$ cat src/rtl/osb_pkg.sv
// package: register map, field layout, reset values and types of the swing sequencer
package osb_pkg;

    // ------------------------------------------------------------------
    // register map
    // ------------------------------------------------------------------
    localparam int          AXI_AW          = 6;
    localparam logic [5:0]  ADDR_CTRL       = 6'h00;
    localparam logic [5:0]  ADDR_SUPV       = 6'h04;
    localparam logic [5:0]  ADDR_DLY_BASE   = 6'h08;
    localparam logic [5:0]  ADDR_STEP       = 6'h04;
    localparam logic [5:0]  ADDR_STATUS     = 6'h20;

    // ------------------------------------------------------------------
    // control fields
    // ------------------------------------------------------------------
    localparam int          CTRL_EN_BIT      = 0;
    localparam int          CTRL_THREE_BIT   = 1;
    localparam int          CTRL_DELAYED_BIT = 2;
    localparam int          CTRL_TGT_LSB     = 3;
    localparam int          CTRL_EVT_BIT     = 5;
    localparam int          CTRL_SRC_LSB     = 8;
    localparam int          SRC_W            = 3;
    localparam logic [15:0] CTRL_RESET       = 16'h0004;
    localparam logic [15:0] SUPV_RESET       = 16'h0258;

    // ------------------------------------------------------------------
    // status fields
    // ------------------------------------------------------------------
    localparam int STS_BLOCK_BIT  = 0;
    localparam int STS_TRIP_BIT   = 1;
    localparam int STS_L1_BIT     = 2;
    localparam int STS_L2_BIT     = 3;
    localparam int STS_READY_BIT  = 4;
    localparam int STS_L4_BIT     = 5;
    localparam int STS_TGT_BIT    = 6;

    // ------------------------------------------------------------------
    // timers, all in milliseconds
    // ------------------------------------------------------------------
    localparam int TMR_PKP1 = 0;
    localparam int TMR_RST1 = 1;
    localparam int TMR_PKP2 = 2;
    localparam int TMR_PKP3 = 3;
    localparam int TMR_PKP4 = 4;
    localparam int TMR_HOLD = 5;
    localparam int NUM_TMR  = 6;
    localparam int DLY_W    = 16;
    localparam logic [DLY_W-1:0] DLY_RESET [NUM_TMR] = '{
        16'h001E, 16'h0032, 16'h0011, 16'h0009, 16'h0011, 16'h0190};
    localparam int TICK_NS = 1000000;
    localparam int CLK_NS  = 20;

    localparam logic [1:0] RESP_OKAY   = 2'h0;
    localparam logic [1:0] RESP_SLVERR = 2'h2;

    typedef enum logic [1:0] {
        OSB_TGT_SELF  = 2'h0,
        OSB_TGT_LATCH = 2'h1,
        OSB_TGT_OFF   = 2'h2
    } osb_target_t;

    typedef struct packed {
        logic outer;
        logic middle;
        logic inner;
        logic supv_ok;
    } osb_zone_t;

endpackage : osb_pkg

$ cat src/rtl/osb_swing_seq.sv
// oscillation blocking and out-of-step trip sequencer with an AXI4-Lite register slave
//
// Design decisions made here: the placing of the registers and the AXI4-Lite interface to the registers.
`timescale 1ns/100ps
`default_nettype none

module osb_swing_seq
    import osb_pkg::*;
#(
    parameter int TICK_CYCLES = TICK_NS / CLK_NS
) (
    input  wire logic              aclk,                  // 50 MHz clock
    input  wire logic              aresetn,               // sync reset, active low
    input  wire logic [AXI_AW-1:0] s_axi_awaddr,          // write address
    input  wire logic              s_axi_awvalid,         // write address valid
    output logic                   s_axi_awready,         // write address ready
    input  wire logic [31:0]       s_axi_wdata,           // write data
    input  wire logic [3:0]        s_axi_wstrb,           // write byte enables
    input  wire logic              s_axi_wvalid,          // write data valid
    output logic                   s_axi_wready,          // write data ready
    output logic [1:0]             s_axi_bresp,           // write response
    output logic                   s_axi_bvalid,          // write response valid
    input  wire logic              s_axi_bready,          // write response ready
    input  wire logic [AXI_AW-1:0] s_axi_araddr,          // read address
    input  wire logic              s_axi_arvalid,         // read address valid
    output logic                   s_axi_arready,         // read address ready
    output logic [31:0]            s_axi_rdata,           // read data
    output logic [1:0]             s_axi_rresp,           // read response
    output logic                   s_axi_rvalid,          // read data valid
    input  wire logic              s_axi_rready,          // read data ready
    input  wire osb_zone_t         zone,                  // zone and supervision flags
    input  wire logic              external_trip_inhibit, // forces trip low
    output logic [DLY_W-1:0]       current_supervision_pickup, // milli-pu level
    output logic [SRC_W-1:0]       source_sel,            // measurement set select
    output logic                   swing_block,           // blocking output
    output logic                   swing_trip,            // out-of-step trip
    output logic                   target_flag,           // target indication
    output logic                   event_pulse            // one-cycle event strobe
);

    // ------------------------------------------------------------------
    // registers
    // ------------------------------------------------------------------
    logic [15:0]      ctrl;
    logic [DLY_W-1:0] dly [NUM_TMR];
    logic [AXI_AW-1:0] aw_addr;
    logic             aw_held;
    logic [31:0]      w_data;
    logic [3:0]       w_strb;
    logic             w_held;
    logic             do_write;
    logic [31:0]      rd_word;
    logic             rd_hit;
    logic             wr_hit;
    logic             tgt_clear;
    logic [15:0]      tick_cnt;
    logic             ms_tick;
    logic             latch1;
    logic             latch2;
    logic             ready;
    logic             latch4;
    logic             seal;
    logic             tgt_latched;
    logic             next_block;
    logic             next_seal;
    logic             next_trip;
    logic             trip_start;
    logic [NUM_TMR-1:0] run;
    logic [NUM_TMR-1:0] done;

    function automatic logic [15:0] merge16(input logic [15:0] old,
                                            input logic [31:0] data,
                                            input logic [3:0]  strb);
        logic [15:0] res;
        res = old;
        if (strb[0]) begin
            res[7:0] = data[7:0];
        end
        if (strb[1]) begin
            res[15:8] = data[15:8];
        end
        return res;
    endfunction : merge16

    // ------------------------------------------------------------------
    // AXI4-Lite write path
    // ------------------------------------------------------------------
    // address and data are caught separately, so either may come first
    assign s_axi_awready = !aw_held && !s_axi_bvalid;
    assign s_axi_wready  = !w_held && !s_axi_bvalid;
    assign do_write      = aw_held && w_held && !s_axi_bvalid;

    always_ff @(posedge aclk) begin
        if (!aresetn) begin
            aw_held <= 1'h0;
            aw_addr <= '0;
        end else if (s_axi_awvalid && s_axi_awready) begin
            aw_held <= 1'h1;
            aw_addr <= s_axi_awaddr;
        end else if (do_write) begin
            aw_held <= 1'h0;
        end
    end

    always_ff @(posedge aclk) begin
        if (!aresetn) begin
            w_held <= 1'h0;
            w_data <= '0;
            w_strb <= '0;
        end else if (s_axi_wvalid && s_axi_wready) begin
            w_held <= 1'h1;
            w_data <= s_axi_wdata;
            w_strb <= s_axi_wstrb;
        end else if (do_write) begin
            w_held <= 1'h0;
        end
    end

    always_comb begin
        wr_hit = (aw_addr == ADDR_CTRL) || (aw_addr == ADDR_SUPV) || (aw_addr == ADDR_STATUS);
        for (int i = 0; i < NUM_TMR; i++) begin
            if (aw_addr == ADDR_DLY_BASE + AXI_AW'(i) * ADDR_STEP) begin
                wr_hit = 1'h1;
            end
        end
    end

    always_ff @(posedge aclk) begin
        if (!aresetn) begin
            s_axi_bvalid <= 1'h0;
            s_axi_bresp  <= RESP_OKAY;
        end else if (do_write) begin
            s_axi_bvalid <= 1'h1;
            s_axi_bresp  <= wr_hit ? RESP_OKAY : RESP_SLVERR;
        end else if (s_axi_bready) begin
            s_axi_bvalid <= 1'h0;
        end
    end

    always_ff @(posedge aclk) begin
        if (!aresetn) begin
            ctrl                       <= CTRL_RESET;
            current_supervision_pickup <= SUPV_RESET;
            for (int i = 0; i < NUM_TMR; i++) begin
                dly[i] <= DLY_RESET[i];
            end
        end else if (do_write) begin
            if (aw_addr == ADDR_CTRL) begin
                ctrl <= merge16(ctrl, w_data, w_strb);
            end else if (aw_addr == ADDR_SUPV) begin
                current_supervision_pickup <= merge16(current_supervision_pickup,
                                                      w_data, w_strb);
            end else begin
                for (int i = 0; i < NUM_TMR; i++) begin
                    if (aw_addr == ADDR_DLY_BASE + AXI_AW'(i) * ADDR_STEP) begin
                        dly[i] <= merge16(dly[i], w_data, w_strb);
                    end
                end
            end
        end
    end

    assign tgt_clear = do_write && (aw_addr == ADDR_STATUS) && w_strb[0]
                       && w_data[STS_TGT_BIT];

    // ------------------------------------------------------------------
    // AXI4-Lite read path
    // ------------------------------------------------------------------
    always_comb begin
        rd_word = '0;
        rd_hit  = 1'h1;
        if (s_axi_araddr == ADDR_CTRL) begin
            rd_word = {16'h0000, ctrl};
        end else if (s_axi_araddr == ADDR_SUPV) begin
            rd_word = {16'h0000, current_supervision_pickup};
        end else if (s_axi_araddr == ADDR_STATUS) begin
            rd_word[STS_BLOCK_BIT] = swing_block;
            rd_word[STS_TRIP_BIT]  = swing_trip;
            rd_word[STS_L1_BIT]    = latch1;
            rd_word[STS_L2_BIT]    = latch2;
            rd_word[STS_READY_BIT] = ready;
            rd_word[STS_L4_BIT]    = latch4;
            rd_word[STS_TGT_BIT]   = target_flag;
        end else begin
            rd_hit = 1'h0;
            for (int i = 0; i < NUM_TMR; i++) begin
                if (s_axi_araddr == ADDR_DLY_BASE + AXI_AW'(i) * ADDR_STEP) begin
                    rd_word = {16'h0000, dly[i]};
                    rd_hit  = 1'h1;
                end
            end
        end
    end

    assign s_axi_arready = !s_axi_rvalid;

    always_ff @(posedge aclk) begin
        if (!aresetn) begin
            s_axi_rvalid <= 1'h0;
            s_axi_rdata  <= '0;
            s_axi_rresp  <= RESP_OKAY;
        end else if (s_axi_arvalid && s_axi_arready) begin
            s_axi_rvalid <= 1'h1;
            s_axi_rdata  <= rd_word;
            s_axi_rresp  <= rd_hit ? RESP_OKAY : RESP_SLVERR;
        end else if (s_axi_rready) begin
            s_axi_rvalid <= 1'h0;
        end
    end

    // ------------------------------------------------------------------
    // millisecond tick and zone qualification
    // ------------------------------------------------------------------
    always_ff @(posedge aclk) begin
        if (!aresetn || ms_tick) begin
            tick_cnt <= '0;
        end else begin
            tick_cnt <= tick_cnt + 16'h0001;
        end
    end
    assign ms_tick = (tick_cnt == 16'(TICK_CYCLES - 1));

    logic en;
    logic three;
    logic delayed;
    logic outer;
    logic middle;
    logic inner;
    logic stage2;
    assign en      = ctrl[CTRL_EN_BIT];
    assign three   = ctrl[CTRL_THREE_BIT];
    assign delayed = ctrl[CTRL_DELAYED_BIT];
    assign source_sel = ctrl[CTRL_SRC_LSB +: SRC_W];
    // upstream flags are trusted to be synchronous to aclk
    assign outer  = zone.outer  && zone.supv_ok && en;
    assign middle = zone.middle && zone.supv_ok && en;
    assign inner  = zone.inner  && zone.supv_ok && en;
    assign stage2 = three ? latch2 : latch1;

    // ------------------------------------------------------------------
    // delay timers
    // ------------------------------------------------------------------
    assign run[TMR_PKP1] = outer && !(three ? middle : inner);
    assign run[TMR_RST1] = swing_block && !outer;
    assign run[TMR_PKP2] = three && latch1 && !latch2 && outer && middle && !inner;
    assign run[TMR_PKP3] = stage2 && !ready && outer && inner;
    assign run[TMR_PKP4] = delayed && ready && !latch4 && outer && !inner;
    assign run[TMR_HOLD] = seal;

    // a timer restarts whenever its condition drops, so leaving outer clears the four pickup timers
    for (genvar g = 0; g < NUM_TMR; g++) begin : g_tmr
        logic [DLY_W-1:0] cnt;
        assign done[g] = run[g] && (cnt >= dly[g]);
        always_ff @(posedge aclk) begin
            if (!aresetn || !run[g]) begin
                cnt <= '0;
            end else if (ms_tick && !done[g]) begin
                cnt <= cnt + 16'h0001;
            end
        end
    end

    // ------------------------------------------------------------------
    // tripping latches
    // ------------------------------------------------------------------
    always_ff @(posedge aclk) begin
        if (!aresetn || !outer) begin
            latch1 <= 1'h0;
            latch2 <= 1'h0;
            ready  <= 1'h0;
            latch4 <= 1'h0;
        end else begin
            if (done[TMR_PKP1]) begin
                latch1 <= 1'h1;
            end
            if (done[TMR_PKP2]) begin
                latch2 <= 1'h1;
            end
            if (done[TMR_PKP3]) begin
                ready <= 1'h1;
            end
            if (done[TMR_PKP4]) begin
                latch4 <= 1'h1;
            end
        end
    end

    // delayed exit trip reads latch 4 before the same edge clears it
    assign trip_start = (!delayed && done[TMR_PKP3])
                      || (delayed && latch4 && !outer);

    always_comb begin
        next_block = swing_block;
        if (!en) begin
            next_block = 1'h0;
        end else if (done[TMR_PKP1]) begin
            next_block = 1'h1;
        end else if (done[TMR_RST1]) begin
            next_block = 1'h0;
        end
        next_seal = seal;
        if (!en) begin
            next_seal = 1'h0;
        end else if (trip_start) begin
            next_seal = 1'h1;
        end else if (done[TMR_HOLD]) begin
            next_seal = 1'h0;
        end
        // inhibit only masks the output; the sequence keeps running
        next_trip = next_seal && !external_trip_inhibit;
    end

    always_ff @(posedge aclk) begin
        if (!aresetn) begin
            swing_block <= 1'h0;
            seal        <= 1'h0;
            swing_trip  <= 1'h0;
        end else begin
            swing_block <= next_block;
            seal        <= next_seal;
            swing_trip  <= next_trip;
        end
    end

    // ------------------------------------------------------------------
    // target and events
    // ------------------------------------------------------------------
    always_ff @(posedge aclk) begin
        if (!aresetn) begin
            tgt_latched <= 1'h0;
        end else if (next_trip || next_block) begin
            tgt_latched <= 1'h1;                                      // set wins over clear
        end else if (tgt_clear) begin
            tgt_latched <= 1'h0;
        end
    end

    always_ff @(posedge aclk) begin
        if (!aresetn) begin
            target_flag <= 1'h0;
            event_pulse <= 1'h0;
        end else begin
            case (osb_target_t'(ctrl[CTRL_TGT_LSB +: 2]))
                OSB_TGT_SELF:  target_flag <= next_trip || next_block;
                OSB_TGT_LATCH: target_flag <= tgt_latched || next_trip || next_block;
                default:       target_flag <= 1'h0;
            endcase
            event_pulse <= ctrl[CTRL_EVT_BIT] && ((next_trip && !swing_trip)
                           || (next_block && !swing_block));
        end
    end
endmodule : osb_swing_seq

`default_nettype wire

$ cat config.mk
export PLATFORM = sky130hd
export DESIGN_NAME = osb_swing_seq
export DESIGN_NICKNAME = d
export VERILOG_FILES = /design/src/rtl/osb_pkg.sv /design/src/rtl/osb_swing_seq.sv
export SDC_FILE = /design/constraint.sdc
export NUM_CORES = 1
export LEC_CHECK = 0
export ABC_AREA = 1
export BUFFER_PORTS_ARGS = -buffer_cell sky130_fd_sc_hd__buf_2
export CORE_UTILIZATION = 55
export DETAILED_ROUTE_END_ITERATION = 16
export PLACE_DENSITY = 0.74
export SYNTH_ARGS = -nofsm -noshare
export SYNTH_HDL_FRONTEND = slang
export SYNTH_SLANG_ARGS = --single-unit
$ cat constraint.sdc
create_clock -name aclk -period 3.3 [get_ports aclk]
set_input_delay 0.66 -clock aclk [delete_from_list [all_inputs] [get_ports aclk]]
set_output_delay 0.66 -clock aclk [all_outputs]
set_load 0.005 [all_outputs]
==> flow_results.org, run 1 <==
** Status
- Run status :: completed

** Worst setup path
- Number of cell instances on the worst register-to-register path :: 8
- Tracing the worst setup path back leads to its startpoint at w_held.
- Kind of launch point of the worst setup path :: register
- At the worst endpoint, the required time is 3.43 ns.
- The most critical setup path has its endpoint at dly[4][9].
- Slowest stage cell on the critical path :: o21ai_0
- Largest stage delay, worst path :: 0.94 ns
- Worst path cell trace :: nand2_1 -> nor2_1 -> inv_2 -> nor2_1 -> inv_1 -> nor2_1 -> nand2_1 -> o21ai_0
- Critical Path End Type :: register
- Library cell appearing most often on the critical path :: nor2_1
- STA puts the critical path data arrival time at 2.72 ns.
- Max Fanout on Critical Path :: 8
- Reg2Reg Launch Point :: w_held
- Crit Reg-Reg Endpoint :: dly[4][9]
- Worst Path Class, Setup :: reg2reg
- Reg2reg setup slack :: 0.71 ns

** Cells and area
- Diode insertion count for antenna repair :: 0
- At the end of the flow, the number of nets in the layout was 2381.
- Fill count :: 2509
- Once layout is complete, the cells apart from fillers number 2627.
- Post-route design area :: 18000 um^2
- From synthesis to final layout, the design area changed by 11.1%.
- Share of final-layout standard cells stronger than drive strength 1 :: 8.47%

** Yosys
- Number of warnings reported in the yosys synthesis log :: 0
- The most common cell in the synthesized netlist is nand2_1.
- Mapped cell area :: 16200 um^2
- For this run, the leading register cell type out of synthesis is dfxtp_1.
- Largest cells by area after synthesis :: dfxtp_1 (25%), edfxtp_1 (18%), nand2_1 (9.8%), ha_1 (8.0%), a21oi_1 (7.1%)
- Counting distinct cell types in the post-synthesis netlist gives 49.
- Area share of the largest cell type after synthesis :: 24.8%
- Count of flip-flops with a built-in enable after synthesis :: 96
- Sorting the synthesized cells by how often they occur yields nand2_1 (424), inv_1 (290), nor2_1 (263).
- Share of the yosys chip area belonging to registers :: 42.6%
- Most area-hungry cell type in the Yosys netlist :: dfxtp_1
- In this run the mean area of a mapped cell was 7.58 um^2.
- Yosys reg bits :: 296
- For this run, asynchronously set or reset flops after synthesis account for 0%.
- Instance count of the mapped netlist :: 2133

** Placement
- RD Place Congestion :: 0.983
- Summed over all nets, the half-perimeter wirelength after detailed placement is 32.9 mm.
- Number of buffers inserted by port buffering :: 87
- In this run, placement finished with an instance count of 2566.
- After detailed placement, the total cell area comes to 16900 um^2.

** STA
- Number of failing setup endpoints in the final timing report :: 0
- The number of pins with negative max-slew slack in the final report came to 0.
- Setup Total Neg Slack :: 0 ns
- Slew headroom :: 10.7%
- For the pin with the worst max-slew slack, the measured transition is 1.33 ns.
- Fmax achieved :: 387 MHz
- Of the available clock period, the critical path in the final layout requires 78.4%.
- Across all hold checks on the routed design, the worst slack comes to 0.346 ns.
- Period minus WS final :: 2.59 ns
- RSZ-0062 raised after global routing :: no
- Maximum clock skew at final layout :: 0.0190 ns
- Final count of hold timing violations :: 0

** Global routing
- In the global route stage, overall resource usage came out at 29.8%.
- Number of antenna violations at the first check in global routing :: 0
- Overflow left after global routing :: 0
- Wire length of the first global-routing pass :: 71.0 mm
- The number of global-route vias before repair was 13500.
- Entering global routing, the biggest net connects 81 pins.

** Floorplanning
- The floorplan step set the die height to 173 um.
- Horiz. Die Dim :: 173 um
- Area of the core :: 28800 um^2
- Die outline area :: 30100 um^2
- Standard-cell row count :: 62
- Effective utilization at floorplan :: 56.2%
- Number of top-level pins :: 124

** CTS
- The H-tree generated during clock tree synthesis spans 2 levels.
- Max Root-Sink Buffers :: 3
- The later pin in the worst-skew pair is clocked with a latency of 0.52 ns.
- Clock transition at path regs :: 0.06 ns
- Number of sinks handled by clock tree synthesis :: 296
- Clock tree synthesis selected as its root buffer the cell clkbuf_16.
- The number of gates resized after CTS was 0.
- After clock tree synthesis, the setup repair step added 0 buffers.
- Hold repair after CTS inserted 0 buffers.
- TritonCTS built the clock tree.
- Counting the buffers created by CTS gives 34.

** Power and ir drop
- The worst-case IR drop observed on VDD is 395 uV.
- In this run, the clock network consumes 46.5% of the power.
- Share of power burned in registers :: 48.1%
- Net switching is 23.6% of the power.
- NetSw :: 1900 uW
- Relative contribution of combinational cells to total power :: 5.4%
- The analysis attributes to cell leakage a power of 0.00731 uW.
- Pwr dens :: 448 nW/um^2
- Overall power :: 8050 uW
- Internal power of the cells :: 6150 uW

** Flow run
- Count of maximum capacitance violations :: 0

** Detailed routing
- Summed over all nets, wire length on met2 after detailed routing comes to 20.1 mm.
- Wire length per cell after detailed routing :: 17.0 um
- The count of nets left with antenna violations once routing finished came out at 0.
- For this run, the detailed router's first-pass iteration total came to 9.
- In this run, the number of DRC markers left after iteration 0 of detailed routing was 1468.
- After detailed routing, the number of vias per cell comes to 5.55.
- Post-detailed-routing wire length :: 44.7 mm
- The routed design uses 3.91 mm of met3 wire.
- Wire length the detailed router placed on met1 :: 18.9 mm
- DR vias :: 14600
- # DRC :: 0
- Highest routed layer :: met4

** Min path
- Class of the worst hold path :: in2reg
[area by class of cell]
cell class | count | area [um^2] | share of cell area [%]
inverters | 314 | 1180 | 6.59
flip-flops and latches | 296 | 6890 | 38.3
multi-input cells | 1468 | 7750 | 43.1
well taps | 384 | 480 | 2.67
repair buffers | 104 | 563 | 3.13
clock inverters | 14 | 100 | 0.557
clock buffers | 47 | 1000 | 5.58
[stage by stage]
step           setup slack, ns  utilization, %
2_1_floorplan            0.787               -
3_3_place_gp             0.634            58.6
3_5_place_dp             0.537            58.6
4_1_cts                  0.719            62.4
5_1_grt                  0.441            62.4
6_report                 0.713            62.4
[worst max-delay path, delay by kind of cell (launching register included)]
kind	cells	cell delay [ns]
AOI/OAI and AO/OA	1	0.94
and+or+nand+nor	5	0.66
DFF	1	0.35
buffers and inverters	2	0.25
[layer usage]
metal | GRT usage (%) | vias up
li1 | - | 7143
met1 | 40.0 | 6676
met2 | 47.6 | 663
met3 | 4.82 | 102
met4 | 12.7 | 0
met5 | 0 | -
[how the worst min path moves through the flow]
stage	slack, ns	from	cells past startpoint	endpoint
6_report	0.35	s_axi_bready	2	s_axi_bvalid
5_1_grt	0.35	s_axi_bready	2	s_axi_bvalid
4_1_cts	0.35	s_axi_bready	2	s_axi_bvalid
3_5_place_dp	0.45	tick_cnt[15]	2	tick_cnt[15]
3_3_place_gp	0.43	tick_cnt[0]	1	tick_cnt[0]
2_1_floorplan	0.42	tick_cnt[0]	1	tick_cnt[0]
[layout by cell type (no fill, tap or decap), types with 5 or more instances in the layout]
master	n
a211oi_1	7
a21oi_1	231
buf_2	87
buf_4	17
clkbuf_1	6
clkbuf_16	37
clkinv_1	23
clkinv_2	7
conb_1	18
dfxtp_1	200
edfxtp_1	96
ha_1	103
inv_1	290
nand2_1	424
nand3_1	79
nand3b_1	5
nand4_1	40
nor2_1	263
nor2_2	5
nor3_1	43
nor3_2	5
nor3b_1	7
nor4_1	18
o211ai_1	5
o21a_1	7
o21ai_0	115
o21bai_1	6
o22ai_1	15
xnor2_1	15
xor2_1	27
[power groups by stage]
stage               Combinational (uW)  Sequential [uW]  Clock [uW]
global route                       473             3880        3930
detailed placement                 422             3950           0
finish                             434             3870        3740
global placement                   411             3950           0
CTS                                424             3870        3760
floorplan                          264             3940           0
[registers in the layout (all words and copies together) (netlist names), 2 cells and up]
| signal | cells |
|---|---|
| g_tmr.cnt | 96 |
| current_supervision_pickup | 16 |
| ctrl | 16 |
| dly | 96 |
| tick_cnt | 16 |
| w_strb | 2 |
| s_axi_rdata | 16 |
| aw_addr | 6 |
| w_data | 16 |
[logic make-up (layout without fill, tap and decap cells)]
| family | after synthesis | in the layout | synth area share [%] |
|---|---|---|---|
| xor+xnor | 42 | 42 | 2.27 |
| compound gates | 397 | 397 | 12.9 |
| simple gates | 908 | 908 | 24.3 |
| buf+inv | 386 | 479 | 9.87 |
| flops | 296 | 296 | 42.6 |
| fa+ha+maj | 103 | 103 | 7.97 |
| other cells | 1 | 18 | 0.0232 |
Power figures use the tool's default switching activity.
==> inputs of run 2 (changes only) <==
==> constraint.sdc (replaced) <==
create_clock -name aclk -period 2.45 [get_ports aclk]
set_input_delay 0.49 -clock aclk [delete_from_list [all_inputs] [get_ports aclk]]
set_output_delay 0.49 -clock aclk [all_outputs]
set_load 0.005 [all_outputs]
==> run 2 against run 1 <==
Against the previous run:
- first-iteration DRC count rose by 2.5%
- via count grew 1.9%
- core utilization rose by 1.4 points
- hold slack worse by 0.19 ns
- fmax grew 13%
==> flow_results.org, run 2 (synthesis gave the netlist of run 1 again) <==
** Global routing
- The overall global routing resource usage came to 30.3% (+0.45 points).
- Wire length of the first global-routing pass :: 72.2 mm (+1.6%)
- The global routing stage identified its most utilized layer as met2.
- Largest net degree at the start of global routing :: 81 (unchanged)
- The number of antenna violations at the first check in global routing was 0 (unchanged).
- Fraction of met1 tracks used by global routing :: 40.7% (+0.66 points)
- The met3 global-route usage is 4.71% (-0.11 points).
- The met2 demand-to-capacity share in global routing is 48.4% (+0.72 points).
- The number of global-route vias before repair came to 13800 (+2.1%).
- The total congestion overflow after global routing was 0 (unchanged).

** STA
- The count of endpoints failing hold in the final timing report was 0 (unchanged).
- The minimum setup slack in the final design came to 0.168 ns (-0.545 ns).
- The period utilization is 93.1% (+15 points).
- Setup repair after global routing could not meet its margin everywhere.
- The remaining max-slew budget at the tightest pin came to 43.1% (+32 points).
- The worst clock skew was 0.0303 ns (+0.0113 ns).
- Number of pins with negative max-slew slack in the final report :: 0 (unchanged)
- The transition time at the pin with the least slew margin is 0.851 ns (-0.475 ns).
- Fmax achieved :: 438 MHz (+13%)
- The number of failing setup endpoints in the final timing report came to 0 (unchanged).
- Period minus WS final :: 2.28 ns (-0.305 ns)
- The sum of negative setup slack came to 0 ns (unchanged).

** Floorplanning
- The area of the die is 30100 um^2 (unchanged).
- Horiz. Die Dim :: 173 um (unchanged)
- Standard-cell row count :: 62 (unchanged)
- The total core area is 28800 um^2 (unchanged).
- Number of top-level pins :: 124 (unchanged)
- Effective utilization at floorplan :: 56.2% (unchanged)
- The die span in y came to 173 um (unchanged).

** Placement
- Post-detailed-placement cell area :: 17200 um^2 (+2.0%)
- Number of buffers inserted by port buffering :: 87 (unchanged)
- The worst setup slack after placement is 0.194 ns (-0.342 ns).
- The instance count after placement with tap cells included was 2611 (+1.8%).
- The routability-driven placement congestion ratio came to 0.987 (+0.46%).
- Half-perimeter wire length after placement :: 33.6 mm (+2.0%)

** Worst setup path
- In this run the critical register-to-register path is captured at g_tmr[5].cnt[7].
- The largest stage delay on the critical path came to 0.44 ns (-0.50 ns).
- The slowest stage of the critical path is the edfxtp_1 cell.
- The cell family contributing the most delay on the critical path is compound AO/OA/AOI/OAI gates.
- Reg2Reg Launch Point :: dly[5][9]
- Critical path arrival :: 2.69 ns (-0.03 ns)
- STA classifies the critical path endpoint as a register.
- The highest fanout seen on the critical path is 6 (-2).
- The worst setup path is of the reg2reg kind.
- Reg2reg setup slack :: 0.17 ns (-0.55 ns)
- The worst setup path is launched from a register.
- The count of buffering cells on the critical path with inverters included was 2 (unchanged).
- Worst path cell trace :: inv_1 -> ha_1 -> nand2_1 -> inv_1 -> o21bai_1 -> nand2_1 -> a21oi_1 -> nand3_1 -> a21oi_2 -> nand3_1 -> o21ai_0 -> nor2_1
- The worst endpoint required time is 2.86 ns (-0.57 ns).
- WP depth :: 12 (+4)
- Number of cell instances on the worst register-to-register path :: 12 (+4)

** Min path
- The startpoint identified for the worst hold timing path is s_axi_bready.
- Class of the worst hold path :: in2reg
- Number of cells on the worst hold path :: 2 (unchanged)
- The path with the worst hold slack has its endpoint at s_axi_bvalid.

** Cells and area
- The number of inserted diodes was 0 (unchanged).
- The fraction of the core area covered by cells at the end of the flow is 63.9% (+1.4 points).
- The library cell used most frequently in the layout, excluding fill and tap cells, is nand2_1.
- The post-layout instance area is 18400 um^2 (+2.3%).
- The number of nets in the finished design is 2427 (+1.9%).
- The proportion of layout cells with a drive suffix above 1 is 10.3% (+1.9 points).
- Registers with the highest flip-flop counts :: dly (96), g_tmr.cnt (96)
- The number of fill cells is 2486 (-0.92%).
- Count of placed standard cells in the final layout, fillers left out :: 2675 (+1.8%)
- From synthesis to final layout, the design area changed by 13.7%.
- Most frequent cells in the layout :: nand2_1 (424), inv_1 (290), nor2_1 (263)

** CTS
- Buffers inserted during post-CTS setup optimization :: 0 (unchanged)
- TritonCTS built the clock tree.
- Number of sinks handled by clock tree synthesis :: 296 (unchanged)
- Clock transition at path regs :: 0.06 ns (about the same)
- Max Root-Sink Buffers :: 3 (unchanged)
- Clock tree synthesis selected as its root buffer the cell clkbuf_16.
- Number of CTS-inserted buffers :: 35 (+2.9%)
- The H-tree depth reported by CTS came to 2 (unchanged).
- Clock latency on the worst-skew pair :: 0.53 ns (about the same)

** Detailed routing
- # DRC :: 0 (unchanged)
- The post-detailed-route via-to-cell ratio was 5.56 (about the same).
- The detailed router's first-iteration violation count was 1504 (+2.5%).
- The number of vias after detailed routing was 14900 (+1.9%).
- The count of TritonRoute iterations in the first routing pass was 5 (-4).
- The average detailed-routed wire length per instance was 17.1 um (+0.80%).
- Antenna viol nets, final :: 0 (unchanged)
- Post-detailed-routing wire length :: 45.8 mm (+2.6%)

** Power and ir drop
- Relative contribution of the clock network to total power :: 47.6% (+1.1 points)
- Pwr dens :: 605 nW/um^2 (+35%)
- Share of power burned in registers :: 46.9% (-1.2 points)
- The maximum resistive drop on vdd was 655 uV (+66%).
- Internal power of the cells :: 8500 uW (+38%)
- Leak :: 0.00756 uW (+3.4%)
- The relative contribution of combinational cells to total power is 5.5% (about the same).
- Switching share of total power :: 23.6% (-0.037 points)
- NetSw :: 2620 uW (+38%)

** Flow run
- The number of max-cap violations came to 0 (unchanged).

** Status
- Run status :: completed
==> run 2: layer usage <==
layer	vias to the layer above	routed length [um]
met3	98	4060
li1	7244	-
met4	0	1900
met1	6844	19400
met5	-	0
met2	675	20400
==> run 2: worst reg2reg max path: cells and delay by family, from the launching register on <==
family / cells / cell delay (ns)
DFF: 1 / 0.44
AOI/OAI and AO/OA: 4 / 0.86
adders and majority gates: 1 / 0.23
buffers and inverters: 2 / 0.12
and+or+nand+nor: 5 / 0.51
==> run 2: stage by stage <==
stage | hold WS [ns] | power (uW)
floorplan | 0.418 | 5660
global placement | 0.425 | 5900
detailed placement | 0.438 | 5920
CTS | 0.151 | 11100
global route | 0.185 | 11400
finish | 0.159 | 11100
==> run 2: power groups by stage <==
stage / Sequential, uW / Combinational [uW] / Clock [uW]
after floorplan: 5300 / 356 / 0
after global placement: 5320 / 584 / 0
after detailed placement: 5320 / 598 / 0
after CTS: 5210 / 602 / 5330
after global routing: 5220 / 667 / 5530
final: 5210 / 617 / 5290
==> run 2: worst max-delay path by stage <==
stage                          from              end
finish                    dly[5][9]  g_tmr[5].cnt[7]
CTS                       dly[4][9]  g_tmr[4].cnt[6]
global route             dly[5][15]  g_tmr[5].cnt[7]
global placement    s_axi_araddr[0]  s_axi_rdata[10]
detailed placement  s_axi_araddr[5]  s_axi_rdata[15]
floorplan                   aresetn        dly[4][0]
==> run 2: final cells by class <==
| cell class | count | area [um^2] | share of cell area, % |
|---|---|---|---|
| flip-flops and latches | 296 | 6890 | 37.5 |
| well taps | 384 | 480 | 2.61 |
| clock buffers | 45 | 986 | 5.36 |
| multi-input cells | 1468 | 7750 | 42.2 |
| inverters | 314 | 1180 | 6.44 |
| clock inverters | 19 | 189 | 1.03 |
| repair buffers | 149 | 901 | 4.90 |
==> run 2: what timing repair did <==
item / in CTS / in global routing
setup endpoints to repair: 0 / 1
gates resized for setup: 0 / 0
endpoints found under the hold margin: 0 / 0
hold buffers: 0 / 0
==> inputs of run 3 (changes only) <==
==> constraint.sdc (replaced) <==
create_clock -name aclk -period 2.45 [get_ports aclk]
set_input_delay 0.735 -clock aclk [delete_from_list [all_inputs] [get_ports aclk]]
set_output_delay 0.735 -clock aclk [all_outputs]
set_load 0.005 [all_outputs]
==> run 3 against run 2 <==
Against the previous run:
- routed wire length down 0.10%
- final cell count grew 0.37%
- die area is the same
- cell area up 0.47%
- core utilization grew 0.30 points
- critical path type unchanged
- largest cell class unchanged
==> flow_results.org, run 3 (synthesis gave the netlist of run 1 again) <==
** Status
- The flow ran to the end, and the final reports show no timing, DRC or antenna violations.

** Detailed routing
- The number of vias after detailed routing was 14900 (+0.087%).
- Wire length per cell after detailed routing :: 17.1 um (-0.48%)
- Antenna viol nets, final :: 0 (unchanged)
- The count of TritonRoute iterations in the first routing pass was 6 (+1).
- Iteration-0 DRC Markers :: 1402 (-6.8%)
- # DRC :: 0 (unchanged)
- The post-detailed-route via-to-cell ratio came to 5.54 (-0.29%).
- Post-detailed-routing wire length :: 45.8 mm (-0.10%)

** Floorplanning
- Standard-cell row count :: 62 (unchanged)
- DIE HEIGHT :: 173 um (unchanged)
- The starting density of the core is 56.2% (unchanged).
- The area of the die is 30100 um^2 (unchanged).
- Horiz. Die Dim :: 173 um (unchanged)
- The total core area is 28800 um^2 (unchanged).
- The total I/O pin count is 124 (unchanged).

** Cells and area
- The library cell used most frequently in the layout, excluding fill and tap cells, is nand2_1.
- Combined area of the multi-input logic cells :: 7770 um^2 (+0.24%)
- Most frequent cells in the layout :: nand2_1 (422), inv_1 (289), nor2_1 (263)
- Registers with the highest flip-flop counts :: dly (96), g_tmr.cnt (96)
- Fill count :: 2447 (-1.6%)
- The proportion of layout cells with a drive suffix above 1 came to 10.8% (+0.43 points).
- The number of nets in the finished design was 2438 (+0.45%).
- Post-route design area :: 18500 um^2 (+0.47%)
- Area added between synthesis and finish :: 14.2%
- The number of inserted diodes came to 0 (unchanged).
- Area of all sequential standard cells :: 6890 um^2 (unchanged)

** Placement
- RD Place Congestion :: 1.04 (+5.1%)
- The cell area after placement was 17300 um^2 (+0.57%).
- Number of buffers inserted by port buffering :: 87 (unchanged)
- Half-perimeter wire length after placement :: 34.2 mm (+1.9%)
- Setup slack at placement :: -0.00372 ns (-0.198 ns)

** STA
- Setup Total Neg Slack :: 0 ns (unchanged)
- Final worst-path cycle share :: 91.5% (-1.6 points)
- Transition at the pin with the smallest max-transition slack :: 0.689 ns (-0.162 ns)
- The remaining max-slew budget at the tightest pin was 53.9% (+11 points).
- The post-layout minimum cycle time was 2.24 ns (-0.0390 ns).
- Number of failing setup endpoints in the final timing report :: 0 (unchanged)
- The number of pins with negative max-slew slack in the final report was 0 (unchanged).
- Fmax achieved :: 446 MHz (+1.7%)
- The worst clock skew is 0.0282 ns (-0.00216 ns).
- The minimum setup slack in the final design is 0.207 ns (+0.0390 ns).
- The count of endpoints failing hold in the final timing report was 0 (unchanged).

** Worst setup path
- Slowest stage cell on the critical path :: edfxtp_1
- The critical path in this run is classified as reg2reg.
- The highest fanout seen on the critical path is 11 (+5).
- Library cell appearing most often on the critical path :: nand3_1
- Worst path cell trace :: inv_1 -> ha_1 -> nand2_1 -> inv_1 -> nand3_1 -> nor2_1 -> nand3_1 -> nand3_1 -> nand2_2 -> nand2_4 -> clkinvlp_4 -> buf_4 -> nand2_1 -> a21oi_1
- The most critical setup path has its startpoint at dly[3][15].
- The arrival time of the worst setup path is 2.64 ns (-0.05 ns).
- Kind of launch point of the worst setup path :: register
- Largest stage delay, worst path :: 0.40 ns (-0.04 ns)
- Reg2Reg Launch Point :: dly[3][15]
- STA classifies the critical path endpoint as a register.
- The worst endpoint required time came to 2.85 ns (about the same).
- The count of buffering cells on the critical path with inverters included is 4 (+2).
- Largest delay contributor family on the critical path :: simple AND/OR/NAND/NOR gates

** CTS
- TritonCTS built the clock tree.
- Clock transition at path regs :: 0.06 ns (about the same)
- The maximum clock insertion buffer count is 3 (unchanged).
- Root Buffer Master :: clkbuf_16
- The clock latency on the worst-skew pair is 0.53 ns (about the same).
- Number of CTS-inserted buffers :: 34 (-2.9%)
- Number of sinks handled by clock tree synthesis :: 296 (unchanged)
- Hold-fix buffers at CTS :: 0 (unchanged)
- Max H-tree Level :: 2 (unchanged)

** Power and ir drop
- Pwr dens :: 591 nW/um^2 (-2.4%)
- Peak supply drop :: 665 uV (+1.6%)
- Leak :: 0.00759 uW (+0.44%)

** Global routing
- Wire length of the first global-routing pass :: 72.7 mm (+0.65%)
- The maximum number of pins on one net before global-route repair is 81 (unchanged).
- The total congestion overflow after global routing is 0 (unchanged).
- The number of global-route vias before repair came to 13900 (+0.38%).
- Total routing usage reported by global routing :: 30.5% (+0.20 points)
- Number of antenna violations at the first check in global routing :: 0 (unchanged)

** Min path
- Min-Delay Startpoint :: s_axi_bready
- The worst hold path belongs to the class in2reg.

** Flow run
- Count of maximum capacitance violations :: 0 (unchanged)
## run 3: layout make-up
class	count	share of cell area, %
inverters	314	6.43
clock buffers	49	5.30
well taps	384	2.60
clock inverters	13	0.718
flip-flops and latches	296	37.3
repair buffers	161	5.57
multi-input cells	1468	42.1
## run 3: timing repair
| item | in CTS | in global routing |
|---|---|---|
| setup endpoints to repair | 0 | 5 |
| buffers inserted | 0 | 4 |
| resized for setup | 0 | 5 |
## run 3: per-stage QoR
stage	total power (uW)	hold slack (ns)	instances	util, %
after floorplan	5660	0.418	2150	-
after global placement	5900	0.430	2619	60.1
after detailed placement	5910	0.442	2619	60.1
after CTS	10900	0.392	2681	64.0
after global routing	11200	0.413	2685	64.2
final	10900	0.397	2685	64.2
## run 3: worst register-to-register path, stage by stage, from the launching register on
cell and delay [ns]:
edfxtp_1 0.40, inv_1 0.06, ha_1 0.29, nand2_1 0.06, inv_1 0.06, nand3_1 0.08, nor2_1 0.14, nand3_1 0.08
nand3_1 0.19, nand2_2 0.12, nand2_4 0.12, clkinvlp_4 0.21, buf_4 0.20, nand2_1 0.06, a21oi_1 0.05
## run 3: path summary, 6_finish.rpt
check | endpoint | slack (ns) | cells after the start
setup / recovery | g_tmr[3].cnt[15] | 0.21 | 14
hold / removal | s_axi_bvalid | 0.40 | 2
setup reg to reg | g_tmr[3].cnt[15] | 0.21 | 14
hold reg to reg | tick_cnt[0] | 0.45 | 1
## run 3: layer usage
layer / up-vias / global-route usage [%] / wire length (um)
met5: - / 0 / 0
met4: 0 / 12.8 / 1850
met3: 117 / 3.84 / 3570
met2: 667 / 50.4 / 21200
met1: 6819 / 40.3 / 19200
li1: 7271 / - / -
## run 3: where the power goes
group / total (uW) / internal [uW] / switching [uW]
registers: 5210 / 5160 / 57.2
logic: 615 / 168 / 447
clock network: 5080 / 3000 / 2070
total: 10900 / 8330 / 2580
